File: config.mk
export PLATFORM = sky130hd
export DESIGN_NAME = lio_ports
export DESIGN_NICKNAME = d
export VERILOG_FILES = /design/src/lio_pkg.sv /design/src/lio_ports.sv
export SDC_FILE = /design/constraint.sdc
export NUM_CORES = 1
export LEC_CHECK = 0
export ABC_CLOCK_PERIOD_IN_PS = 3100
export BUFFER_PORTS_ARGS = -buffer_cell sky130_fd_sc_hd__buf_2
export CORE_UTILIZATION = 36
export DETAILED_ROUTE_END_ITERATION = 6
export GPL_TIMING_DRIVEN = 0
export PLACE_DENSITY = 0.57
export SLEW_MARGIN = 20
export SYNTH_ARGS = -nofsm -noshare
export SYNTH_HDL_FRONTEND = slang
export SYNTH_SLANG_ARGS = --single-unit
File: constraint.sdc
create_clock -name sys_clk -period 3.1 [get_ports sys_clk]
set_input_delay 0.31 -clock sys_clk [delete_from_list [all_inputs] [get_ports sys_clk]]
set_output_delay 0.31 -clock sys_clk [all_outputs]
set_load 0.005 [all_outputs]
File: src/lio_pkg.sv
package lio_pkg;

  // ----------------------------------------------------------------
  // port addresses seen by the core
  // ----------------------------------------------------------------
  localparam logic [4:0] LIO_ADDR_LOW_OUT = 5'h01; // low_output_port
  localparam logic [4:0] LIO_ADDR_HIGH_OUT = 5'h02; // high_output_port
  localparam logic [4:0] LIO_ADDR_SCAN_A = 5'h04; // scan_port_a
  localparam logic [4:0] LIO_ADDR_SCAN_D = 5'h07; // scan_port_d
  localparam logic [4:0] LIO_ADDR_SHARED = 5'h08; // shared_event_port
  localparam logic [4:0] LIO_ADDR_SERIAL = 5'h09; // serial_shared_port
  localparam logic [4:0] LIO_ADDR_COMBINED = 5'h11; // combined_output_address

  // ----------------------------------------------------------------
  // field positions
  // ----------------------------------------------------------------
  localparam int LIO_FIRST_IRQ_BIT = 2; // first_ext_irq_pin in shared port
  localparam int LIO_SECOND_IRQ_BIT = 0; // second_ext_irq_pin in shared port
  localparam int LIO_TABLE_LOW_W = 5; // carry plus data memory word

  // ----------------------------------------------------------------
  // values after reset
  // ----------------------------------------------------------------
  localparam logic [3:0] LIO_RST_OUT_PORT = 4'h0; // output-only latches
  localparam logic [15:0] LIO_RST_SCAN = 16'hFFFF; // released, input ready
  localparam logic [3:0] LIO_RST_SHARED = 4'hF; // released, input ready
  localparam logic [2:0] LIO_RST_SERIAL = 3'h7; // released, input ready
  localparam logic [1:0] LIO_RST_SYNC = 2'h3; // idle-high pin level
  localparam logic [3:0] LIO_READ_UNMAPPED = 4'h0; // unmapped read value

  // ----------------------------------------------------------------
  // latency
  // ----------------------------------------------------------------
  localparam int LIO_TABLE_CYCLES = 2; // table lookup span: command cycle plus one busy_q cycle

  // ----------------------------------------------------------------
  // core instruction codes
  // ----------------------------------------------------------------
  typedef enum logic [2:0] {
    LIO_OP_NONE,
    LIO_OP_IN,
    LIO_OP_OUT,
    LIO_OP_SET,
    LIO_OP_CLR,
    LIO_OP_TEST,
    LIO_OP_TABLE
  } lio_op_e;

  // core command carrier
  typedef struct packed {
    logic valid; // command strobe
    lio_op_e op; // instruction kind
    logic [4:0] port; // port address for in and out
    logic [3:0] wdata; // data for out
    logic [3:0] l_reg; // index for bit set, clear, test
    logic [3:0] hl_word; // data memory word at H and L
    logic carry; // carry flag
  } lio_cmd_s;

endpackage : lio_pkg

File: src/lio_ports.sv
module lio_ports
  import lio_pkg::*;
#(
  parameter int PM_ADDR_W = 12,
  parameter logic [PM_ADDR_W-6:0] TABLE_PAGE = '0
)
(
  // clock, reset, enable
  input wire logic sys_clk,
  input wire logic resetn,
  input wire logic ce,
  // core commands
  input wire lio_cmd_s cmd,
  output logic busy_q,
  output logic rd_valid_q,
  output logic [3:0] rd_data_q,
  output logic test_bit_q,
  // program memory for table lookup
  output logic pm_req_q,
  output logic [PM_ADDR_W-1:0] pm_addr_q,
  input wire logic [7:0] pm_rdata,
  // output ports
  output logic [3:0] low_output_port_q,
  output logic [3:0] high_output_port_q,
  // scan ports, open drain, a through d from bit 0 up
  input wire logic [15:0] scan_pin_in,
  output logic [15:0] scan_pin_out_q,
  // shared event port, open drain
  input wire logic [3:0] shared_pin_in,
  output logic [3:0] shared_pin_out_q,
  // serial shared port
  input wire logic [2:0] serial_pin_in,
  output logic [2:0] serial_pin_out_q,
  input wire logic serial_enable,
  input wire logic [2:0] serial_drive,
  // external request events
  input wire logic irq_enable_bit_zero,
  output logic first_external_request_q,
  output logic second_external_request_q,
  output logic second_request_accept_q
);

  // ----------------------------------------------------------------
  // elaboration checks
  // ----------------------------------------------------------------
  if (PM_ADDR_W < LIO_TABLE_LOW_W + 1)
  begin : g_bad_width
    $error("lio_ports: PM_ADDR_W too small");
  end

  // ----------------------------------------------------------------
  // state
  // ----------------------------------------------------------------
  logic [3:0] low_q, low_d; // low output latch
  logic [3:0] high_q, high_d; // high output latch
  logic [15:0] scan_q, scan_d; // scan latches
  logic [3:0] shared_q, shared_d; // shared port latch
  logic [2:0] serial_q, serial_d; // serial port latch
  logic [1:0] sync1_q; // first sync stage, irq pins
  logic [1:0] sync2_q; // second sync stage
  logic [1:0] prev_q; // delayed level for edge detect

  // ----------------------------------------------------------------
  // set or clear one bit of a latch word
  // ----------------------------------------------------------------
  function automatic logic [3:0] bit_put(input logic [3:0] word,
                                         input logic [1:0] idx,
                                         input logic val);
    logic [3:0] res;
    res = word;
    res[idx] = val;
    return res;
  endfunction

  // ----------------------------------------------------------------
  // command decode
  // ----------------------------------------------------------------
  wire take = ce & cmd.valid & ~busy_q; // command accepted this edge
  wire op_in = take & (cmd.op == LIO_OP_IN);
  wire op_out = take & (cmd.op == LIO_OP_OUT);
  wire op_set = take & (cmd.op == LIO_OP_SET);
  wire op_clr = take & (cmd.op == LIO_OP_CLR);
  wire op_test = take & (cmd.op == LIO_OP_TEST);
  wire op_table = take & (cmd.op == LIO_OP_TABLE);
  wire op_bit = op_set | op_clr; // single bit update
  wire hit_low = cmd.port == LIO_ADDR_LOW_OUT;
  wire hit_high = cmd.port == LIO_ADDR_HIGH_OUT;
  wire hit_scan = (cmd.port >= LIO_ADDR_SCAN_A) &
                  (cmd.port <= LIO_ADDR_SCAN_D);
  wire hit_shared = cmd.port == LIO_ADDR_SHARED;
  wire hit_serial = cmd.port == LIO_ADDR_SERIAL;
  wire [1:0] scan_sel = cmd.port[1:0]; // which scan nibble
  wire [1:0] bit_port = cmd.l_reg[3:2]; // scan port from L
  wire [1:0] bit_idx = cmd.l_reg[1:0]; // pin within port
  // table word lands when memory answers
  wire table_load = ce & pm_req_q;

  // ----------------------------------------------------------------
  // table lookup address
  // ----------------------------------------------------------------
  // address from carry and word
  wire [PM_ADDR_W-1:0] table_addr = {TABLE_PAGE, cmd.carry, cmd.hl_word};

  // ----------------------------------------------------------------
  // read data selection
  // ----------------------------------------------------------------
  wire [3:0] scan_nibble = scan_pin_in[{scan_sel, 2'b00} +: 4];
  wire [3:0] serial_read = {1'b1, serial_pin_in};
  wire [3:0] read_mux =
    hit_low ? low_q :
    hit_high ? high_q :
    hit_scan ? scan_nibble :
    hit_shared ? shared_pin_in :
    hit_serial ? serial_read :
    LIO_READ_UNMAPPED;
  wire test_pin = scan_pin_in[cmd.l_reg];

  // ----------------------------------------------------------------
  // output port latch next values
  // ----------------------------------------------------------------
  // table word to both ports
  assign low_d = table_load ? pm_rdata[3:0] :
                 (op_out & hit_low) ? cmd.wdata : low_q;
  assign high_d = table_load ? pm_rdata[7:4] :
                  (op_out & hit_high) ? cmd.wdata : high_q;

  // ----------------------------------------------------------------
  // scan latch next value
  // ----------------------------------------------------------------
  always_comb
  begin
    scan_d = scan_q;
    // whole nibble from out instruction
    if (op_out & hit_scan)
    begin
      scan_d[{scan_sel, 2'b00} +: 4] = cmd.wdata;
    end
    else if (op_bit)
    begin
      scan_d[{bit_port, 2'b00} +: 4] =
        bit_put(scan_q[{bit_port, 2'b00} +: 4], bit_idx, op_set);
    end
  end

  // ----------------------------------------------------------------
  // shared and serial latch next values
  // ----------------------------------------------------------------
  // shared port plain latch
  assign shared_d = (op_out & hit_shared) ? cmd.wdata : shared_q;
  assign serial_d = (op_out & hit_serial) ? cmd.wdata[2:0] : serial_q;

  // ----------------------------------------------------------------
  // latches
  // ----------------------------------------------------------------
  // combined address never decoded here
  always_ff @(posedge sys_clk or negedge resetn)
  begin
    if (!resetn)
    begin
      low_q <= LIO_RST_OUT_PORT;
      high_q <= LIO_RST_OUT_PORT;
      scan_q <= LIO_RST_SCAN;
      shared_q <= LIO_RST_SHARED;
      serial_q <= LIO_RST_SERIAL;
    end
    else if (ce)
    begin
      low_q <= low_d;
      high_q <= high_d;
      scan_q <= scan_d;
      shared_q <= shared_d;
      serial_q <= serial_d;
    end
  end

  // ----------------------------------------------------------------
  // table lookup sequencing
  // ----------------------------------------------------------------
  // no port operand used
  always_ff @(posedge sys_clk or negedge resetn)
  begin
    if (!resetn)
    begin
      pm_req_q <= 1'b0;
      pm_addr_q <= '0;
      busy_q <= 1'b0;
    end
    else if (ce)
    begin
      pm_req_q <= op_table;
      busy_q <= op_table;
      // address held for the memory answer
      if (op_table)
      begin
        pm_addr_q <= table_addr;
      end
    end
  end

  // ----------------------------------------------------------------
  // read answers
  // ----------------------------------------------------------------
  always_ff @(posedge sys_clk or negedge resetn)
  begin
    if (!resetn)
    begin
      rd_valid_q <= 1'b0;
      rd_data_q <= '0;
      test_bit_q <= 1'b0;
    end
    else if (ce)
    begin
      rd_valid_q <= op_in | op_test;
      // data only moves on a read
      if (op_in)
      begin
        rd_data_q <= read_mux;
      end
      if (op_test)
      begin
        test_bit_q <= test_pin;
      end
    end
  end

  // ----------------------------------------------------------------
  // pin drivers
  // ----------------------------------------------------------------
  // latch one releases pin; a serial pin also needs its serial_drive bit at one while serial_enable is set
  always_ff @(posedge sys_clk or negedge resetn)
  begin
    if (!resetn)
    begin
      low_output_port_q <= LIO_RST_OUT_PORT;
      high_output_port_q <= LIO_RST_OUT_PORT;
      scan_pin_out_q <= LIO_RST_SCAN;
      shared_pin_out_q <= LIO_RST_SHARED;
      serial_pin_out_q <= LIO_RST_SERIAL;
    end
    else if (ce)
    begin
      low_output_port_q <= low_d;
      high_output_port_q <= high_d;
      scan_pin_out_q <= scan_d;
      shared_pin_out_q <= shared_d;
      serial_pin_out_q <= serial_d &
                          (serial_enable ? serial_drive : 3'h7);
    end
  end

  // ----------------------------------------------------------------
  // interrupt pin synchroniser and edge detect
  // ----------------------------------------------------------------
  // two-stage sync on pin levels
  always_ff @(posedge sys_clk or negedge resetn)
  begin
    if (!resetn)
    begin
      sync1_q <= LIO_RST_SYNC;
      sync2_q <= LIO_RST_SYNC;
      prev_q <= LIO_RST_SYNC;
    end
    else if (ce)
    begin
      sync1_q <= {shared_pin_in[LIO_FIRST_IRQ_BIT],
                  shared_pin_in[LIO_SECOND_IRQ_BIT]};
      sync2_q <= sync1_q;
      prev_q <= sync2_q;
    end
  end

  wire [1:0] fall = prev_q & ~sync2_q;

  // ----------------------------------------------------------------
  // request pulses
  // ----------------------------------------------------------------
  always_ff @(posedge sys_clk or negedge resetn)
  begin
    if (!resetn)
    begin
      first_external_request_q <= 1'b0;
      second_external_request_q <= 1'b0;
      second_request_accept_q <= 1'b0;
    end
    else if (ce)
    begin
      first_external_request_q <= fall[1];
      second_external_request_q <= fall[0];
      second_request_accept_q <= fall[0] & irq_enable_bit_zero;
    end
  end

endmodule // lio_ports

==> results.py, run 1 <==
metrics = {
    "yosys": {
        "synth.avg_cell_area_um2": 10.61,
        "synth.most_common_cell": "dfstp_2",
        "yosys.area.top_type": "dfstp_2",
        "netlist_area_um2": 3608,
        "synth-main-ff-cell": "dfstp_2",
        "yosysSeqAreaShare": 0.3925,
        "postSynth.asyncResetShare": 1.000,
        "synth_area_leaders": "dfstp_2, dfrtp_1, mux2_2",
        "syn_inst": 340,
        "synthTopCellsByCount": "dfstp_2, nand3_1, nand2_1",
        "synth_seq_cells": 55,
        "synth_cell_types": 56,
        "yosysWarnings": 0,
        "netlist.area_leader.share": 0.2330,
        "synth_edf_count": 0,
    },
    "final_layout": {
        "synthToLayoutAreaGrowth_pct": 22.71,
        "antenna_cells": 0,
        "fillers": 992,
        "drive_above_1_share": 0.4512,
        "multi_input_area_um2": 2006,
        "nets": 533,
        "seq_area_um2": 1416,
    },
    "power": {
        "comb_power_share": 0.283,
        "p_clk_frac": 0.211,
        "power.density_nw_per_um2": 460.3,
        "swShare": 0.3292,
        "p_total_uw": 2038,
        "pwr-share-seq": 0.506,
        "p_int_uw": 1367,
        "peakVddDrop_v": 0.0002318,
        "switchingPower_uw": 670.9,
        "cellLeakagePower_uw": 0.001934,
    },
    "clock_network": {
        "cts_buffers": 5,
        "cts.clk_slew.worst_paths_ps": 110,
        "insertion_delay_ps": 320,
        "hold_buffers": 0,
        "postCtsSetupBuffers": 0,
        "cts.htree.levels": 2,
        "cts_resized": 0,
        "cts.path.max_buffers": 2,
        "cts_tree": "done",
        "clk_root_buffer_cell": "clkbuf_8",
        "cts_sinks": 55,
    },
    "worst_setup_path": {
        "required_ps": 3350,
        "slowest_stage": "nor4_4",
        "cp_max_fo": 10,
        "end_kind": "flip-flop",
        "worstPathCellList": "nand4bb_4 > nor4_4 > buf_6 > nand4_1 > a31oi_1",
        "r2r.worst_path.cells": 5,
        "max_stage_delay_ps": 710,
        "crit_type": "flip-flop to flip-flop",
        "r2r-start": "pm_req_q",
        "rrSetupSlack_ps": 970,
        "crit_family": "simple AND/OR/NAND/NOR gates",
        "arrival_ps": 2370,
        "critPathBufInv": 1,
        "crit_path_start_kind": "flip-flop",
        "timing.rr.end": "scan_pin_out_q[3]",
    },
    "sta": {
        "period_share": 0.6862,
        "period_needed_ps": 2127,
        "finalSetupViolCount": 0,
        "report.final.slew_viol_count": 0,
        "hold_viol": 0,
        "rsz0062_at_grt": "no",
        "max_slew_margin": 0.3216,
        "hold_slack_ps": 43.99,
        "tns_ps": 0,
        "max_freq_mhz": 470.1,
        "skew_ps": 8.609,
        "worst_pin_slew_ps": 1003,
    },
    "floorplan": {
        "core_um2": 9729,
        "pin_count": 115,
        "die_h_um": 102.1,
        "die_w_um": 102.1,
        "rows": 36,
        "initial_core_util": 0.3709,
        "die-area_um2": 10430,
    },
    "placed_design": {
        "hpwl_um": 8304,
        "port_buffers": 107,
        "routabilityCongestion": 0.9288,
    },
    "min_path": {
        "min_path_type": "input port to async pin",
    },
    "detailed_routing": {
        "drc": 0,
        "avgRoutedWirePerCell_um": 18.45,
        "final_antenna_net_count": 0,
        "dr.first_iter.drc_count": 217,
        "drt-total-wl_um": 10960,
        "vias": 3293,
        "drtPass1Iterations": 5,
        "vias_per_cell": 5.544,
    },
    "global_routing": {
        "grt_usage": 0.2125,
        "grt_pass1_wl_um": 16640,
        "grt_overflow": 0,
        "grt_max_degree": 56,
        "antenna_found_initial": 0,
        "grt_pass1_vias": 3068,
    },
    "run_status": {
        "run_status": "completed",
    },
    "job": {
        "max-cap-violations": 0,
    },
}
## stage by stage
| stage | util | area (um2) | std cells | setup slack, ps |
|---|---|---|---|---|
| floorplan | - | 3631 | 346 | 1344 |
| global placement | 0.4453 | 4333 | 586 | 713.0 |
| detailed placement | 0.4456 | 4335 | 586 | 749.3 |
| CTS | 0.4551 | 4428 | 594 | 962.6 |
| global route | 0.4551 | 4428 | 594 | 814.3 |
| finish | 0.4551 | 4428 | 594 | 972.9 |
## flip-flops by register name (all words and copies together) (netlist names)
| name | flops |
|---|---|
| rd_data_q | 4 |
| serial_pin_out_q | 3 |
| second_external_request_q | 1 |
| shared_pin_out_q | 4 |
| sync2_q | 2 |
| serial_q | 3 |
| sync1_q | 2 |
| pm_addr_q | 5 |
| second_request_accept_q | 1 |
| scan_pin_out_q | 16 |
| high_output_port_q | 4 |
| prev_q | 2 |
| rd_valid_q | 1 |
| test_bit_q | 1 |
| pm_req_q | 1 |
| low_output_port_q | 4 |
| first_external_request_q | 1 |
## layout make-up
type | count | share of cell area
inverter | 8 | 0.006782
clock inverter | 3 | 0.005369
tap | 133 | 0.03758
clock buffer | 5 | 0.01554
timing repair buffer | 107 | 0.1215
buffer | 28 | 0.04041
multi-input combinational | 255 | 0.4530
sequential | 55 | 0.3199
## layout by cell type, fill, tap and decap left out, drive strengths merged, types with 8 or more instances in the layout
cell type	n
mux4	10
a31oi	16
clkbuf	16
dfstp	32
inv	9
nand2	26
nor2	8
mux2	21
a21oi	8
nor2b	10
dfrtp	23
a221oi	18
ha	12
o21ai	11
buf	124
nand3	27
## worst reg2reg max path, delay by kind of cell, from the launching register on
kind	cells	cell delay, ps
and+or+nand+nor	3	1140
AOI/OAI and AO/OA	1	200
DFF	1	470
buffers and inverters	1	240
## worst max path at each step
stage | start | endpoint | slack [ps] | cells past startpoint
floorplan | cmd[8] | scan_pin_out_q[10] | 1340 | 6
global placement | cmd[13] | scan_pin_out_q[12] | 710 | 7
detailed placement | cmd[13] | scan_pin_out_q[14] | 750 | 7
CTS | pm_req_q | scan_pin_out_q[3] | 960 | 5
global route | pm_req_q | scan_pin_out_q[1] | 810 | 5
finish | pm_req_q | scan_pin_out_q[3] | 970 | 5
## routing by layer
layer | routed length [um] | vias to the layer above | global-route usage
met3 | 670 | 8 | 0.03488
li1 | - | 1543 | -
met5 | 0 | - | 0
met2 | 5065 | 138 | 0.3330
met4 | 123 | 0 | 0.05165
met1 | 5101 | 1604 | 0.3060
## power by group through the flow
stage	clock, uW	combinational (uW)	sequential, uW
6_report	430	576	1030
2_1_floorplan	0	297	1010
3_5_place_dp	0	578	1040
4_1_cts	452	579	1030
5_1_grt	478	643	1050
3_3_place_gp	0	573	1040
## cells by family after synthesis
group | share of synthesized area
DFF | 0.3925
and+or+nand+nor | 0.2018
adders and majority gates | 0.04161
other | 0.001039
buffers and inverters | 0.05791
muxes | 0.1363
AOI/OAI and AO/OA | 0.1689
No activity file was read; power rests on OpenSTA's default activity.
==> run 2, diff against run 1 <==
--- a/config.mk
+++ b/config.mk
@@ -5,12 +5,12 @@
 export SDC_FILE = /design/constraint.sdc
 export NUM_CORES = 1
 export LEC_CHECK = 0
-export ABC_CLOCK_PERIOD_IN_PS = 3100
+export ABC_CLOCK_PERIOD_IN_PS = 1900
 export BUFFER_PORTS_ARGS = -buffer_cell sky130_fd_sc_hd__buf_2
 export CORE_UTILIZATION = 36
 export DETAILED_ROUTE_END_ITERATION = 6
 export GPL_TIMING_DRIVEN = 0
-export PLACE_DENSITY = 0.57
+export PLACE_DENSITY = 0.59
 export SLEW_MARGIN = 20
 export SYNTH_ARGS = -nofsm -noshare
 export SYNTH_HDL_FRONTEND = slang
==> constraint.sdc (replaced) <==
create_clock -name sys_clk -period 1.9 [get_ports sys_clk]
set_input_delay 0.19 -clock sys_clk [delete_from_list [all_inputs] [get_ports sys_clk]]
set_output_delay 0.19 -clock sys_clk [all_outputs]
set_load 0.005 [all_outputs]
==> run 2 against run 1 <==
Compared with the run above: sequential power up 62%; count of clock-buffer cells in the layout unchanged; sequential cell count unchanged; wire length about the same; global-route usage up 0.075 points; combinational power up 67%; maximum frequency up 17%; clock power up 71%; worst setup slack worse by 890 ps.
==> results.py, run 2 (same netlist as run 1, synthesis figures left out) <==
metrics = {
    "min_path": {
        "hp-start": "cmd[2]",
        "min_path_type": "input port to flip-flop",
        "min_path_cells": 2,
        "min_to": "pm_addr_q[1]",
    },
    "worst_setup_path": {
        "crit_family": "simple AND/OR/NAND/NOR gates",
        "crit_type": "flip-flop to flip-flop",
        "rrSetupSlack_ps": 80,
        "r2r-start": "pm_req_q",
        "r2r.worst_path.cells": 6,
        "required_ps": 2170,
        "end_kind": "flip-flop",
        "worstPathCellList": "nand4bb_4 > or4_1 > buf_4 > buf_6 > nand3_1 > a31oi_1",
        "timing.rr.end": "scan_pin_out_q[0]",
        "slowest_stage": "or4_1",
        "path_depth": 6,
        "cp_max_fo": 10,
        "arrival_ps": 2090,
        "max_stage_delay_ps": 540,
        "critPathBufInv": 2,
        "crit_path_start_kind": "flip-flop",
    },
    "placed_design": {
        "port_buffers": 107,
        "routabilityCongestion": 0.9220,
        "placed_cell_area_um2": 4335,
        "hpwl_um": 8276,
    },
    "floorplan": {
        "die-area_um2": 10430,
        "die_h_um": 102.1,
        "initial_core_util": 0.3709,
        "die_w_um": 102.1,
        "pin_count": 115,
        "rows": 36,
        "core_um2": 9729,
    },
    "global_routing": {
        "grt_pass1_wl_um": 16730,
        "antenna_found_initial": 0,
        "grt_overflow": 0,
        "grt_pass1_vias": 3125,
        "grt_usage": 0.2133,
        "grt_max_degree": 56,
    },
    "detailed_routing": {
        "avgRoutedWirePerCell_um": 18.19,
        "drt-total-wl_um": 10970,
        "dr.first_iter.drc_count": 235,
        "drtPass1Iterations": 5,
        "final_antenna_net_count": 0,
        "vias": 3334,
        "vias_per_cell": 5.529,
        "drc": 0,
    },
    "power": {
        "cellLeakagePower_uw": 0.002007,
        "power.density_nw_per_um2": 736.9,
        "peakVddDrop_v": 0.0003410,
    },
    "clock_network": {
        "cts.htree.levels": 2,
        "cts_buffers": 5,
        "insertion_delay_ps": 330,
        "clk_root_buffer_cell": "clkbuf_8",
        "cts_tree": "done",
        "cts.clk_slew.worst_paths_ps": 120,
        "cts.path.max_buffers": 2,
        "cts_sinks": 55,
    },
    "sta": {
        "period_share": 0.9571,
        "max_freq_mhz": 549.9,
        "worst_pin_slew_ps": 700.0,
        "skew_ps": 7.032,
        "finalSetupViolCount": 0,
        "rsz0062_at_grt": "no",
        "period_needed_ps": 1819,
        "max_slew_margin": 0.5334,
        "report.final.slew_viol_count": 0,
        "hold_viol": 0,
    },
    "final_layout": {
        "layout_common_cells": "buf_2, dfstp_2, nand3_1",
        "largestRegisters": "scan_pin_out_q x16, pm_addr_q x5",
        "largest_reg_flops": 16,
        "stdcell_area_um2": 4574,
        "antenna_cells": 0,
        "nets": 542,
        "synthToLayoutAreaGrowth_pct": 26.77,
        "drive_above_1_share": 0.4830,
        "top_register": "scan_pin_out_q",
        "layout_commonest_cell": "buf_2",
        "fillers": 969,
        "finish.utilization": 0.4702,
    },
    "job": {
        "max-cap-violations": 0,
    },
    "run_status": {
        "run_status": "completed",
    },
}
-- run 2: cell types whose count changed in the layout (fill, tap and decap cells not counted), moves of 2 or more --
cell     delta
nor3b_2     +4
a41oi_1     -2
buf_4       +9
nor3b_1     -4
a41oi_2     +2
-- run 2: per-stage QoR --
stage / TNS (ps) / cells / hold slack, ps / worst slack, ps / power (uW)
after floorplan: 0 / 346 / -105.6 / 159.9 / 2134
after global placement: -4993 / 586 / 421.3 / -366.4 / 2626
after detailed placement: -5731 / 586 / 297.6 / -379.8 / 2636
after CTS: 0 / 600 / 71.15 / 22.66 / 3391
after global routing: 0 / 603 / 74.88 / 0.5798 / 3566
final: 0 / 603 / 85.02 / 81.43 / 3371
-- run 2: per-layer routing --
metal	part of all wire	vias to the layer above	track usage
met4	0.015	0	0.06374
met2	0.46	142	0.3392
met3	0.065	15	0.04378
met5	0	-	0
met1	0.46	1621	0.2926
li1	-	1556	-
-- run 2: worst max path at each step --
stage                     slack [ps]  startpoint            endpoint
after global placement          -370     cmd[13]  scan_pin_out_q[13]
after CTS                         20    pm_req_q   scan_pin_out_q[5]
final                             80    pm_req_q   scan_pin_out_q[0]
after detailed placement        -380     cmd[13]  scan_pin_out_q[13]
after floorplan                  160    pm_req_q  scan_pin_out_q[14]
after global routing             0.6    pm_req_q   scan_pin_out_q[1]
-- run 2: timing repair --
action | in CTS | in global routing
hold buffers | 1 | 0
buffers inserted | 5 | 3
endpoints found under the hold margin | 23 | 0
resized for setup | 2 | 15
endpoints found under the setup margin | 16 | 24
pin swaps | 1 | 1
-- run 2: power breakdown --
group | switching [uW] | internal, uW
sequential | 189 | 1480
clock | 460 | 274
combinational | 472 | 492
total | 1120 | 2250
-- run 2: area by class of cell --
class / count / area [um2] / share of cell area
repair buffers: 116 / 608.1 / 0.1329
clock buffers: 5 / 68.82 / 0.01504
flip-flops and latches: 55 / 1418 / 0.3099
inverters: 8 / 30.03 / 0.006565
plain buffers: 28 / 182.7 / 0.03993
multi-input cells: 255 / 2074 / 0.4535
clock inverters: 3 / 26.28 / 0.005744
well taps: 133 / 166.4 / 0.03638
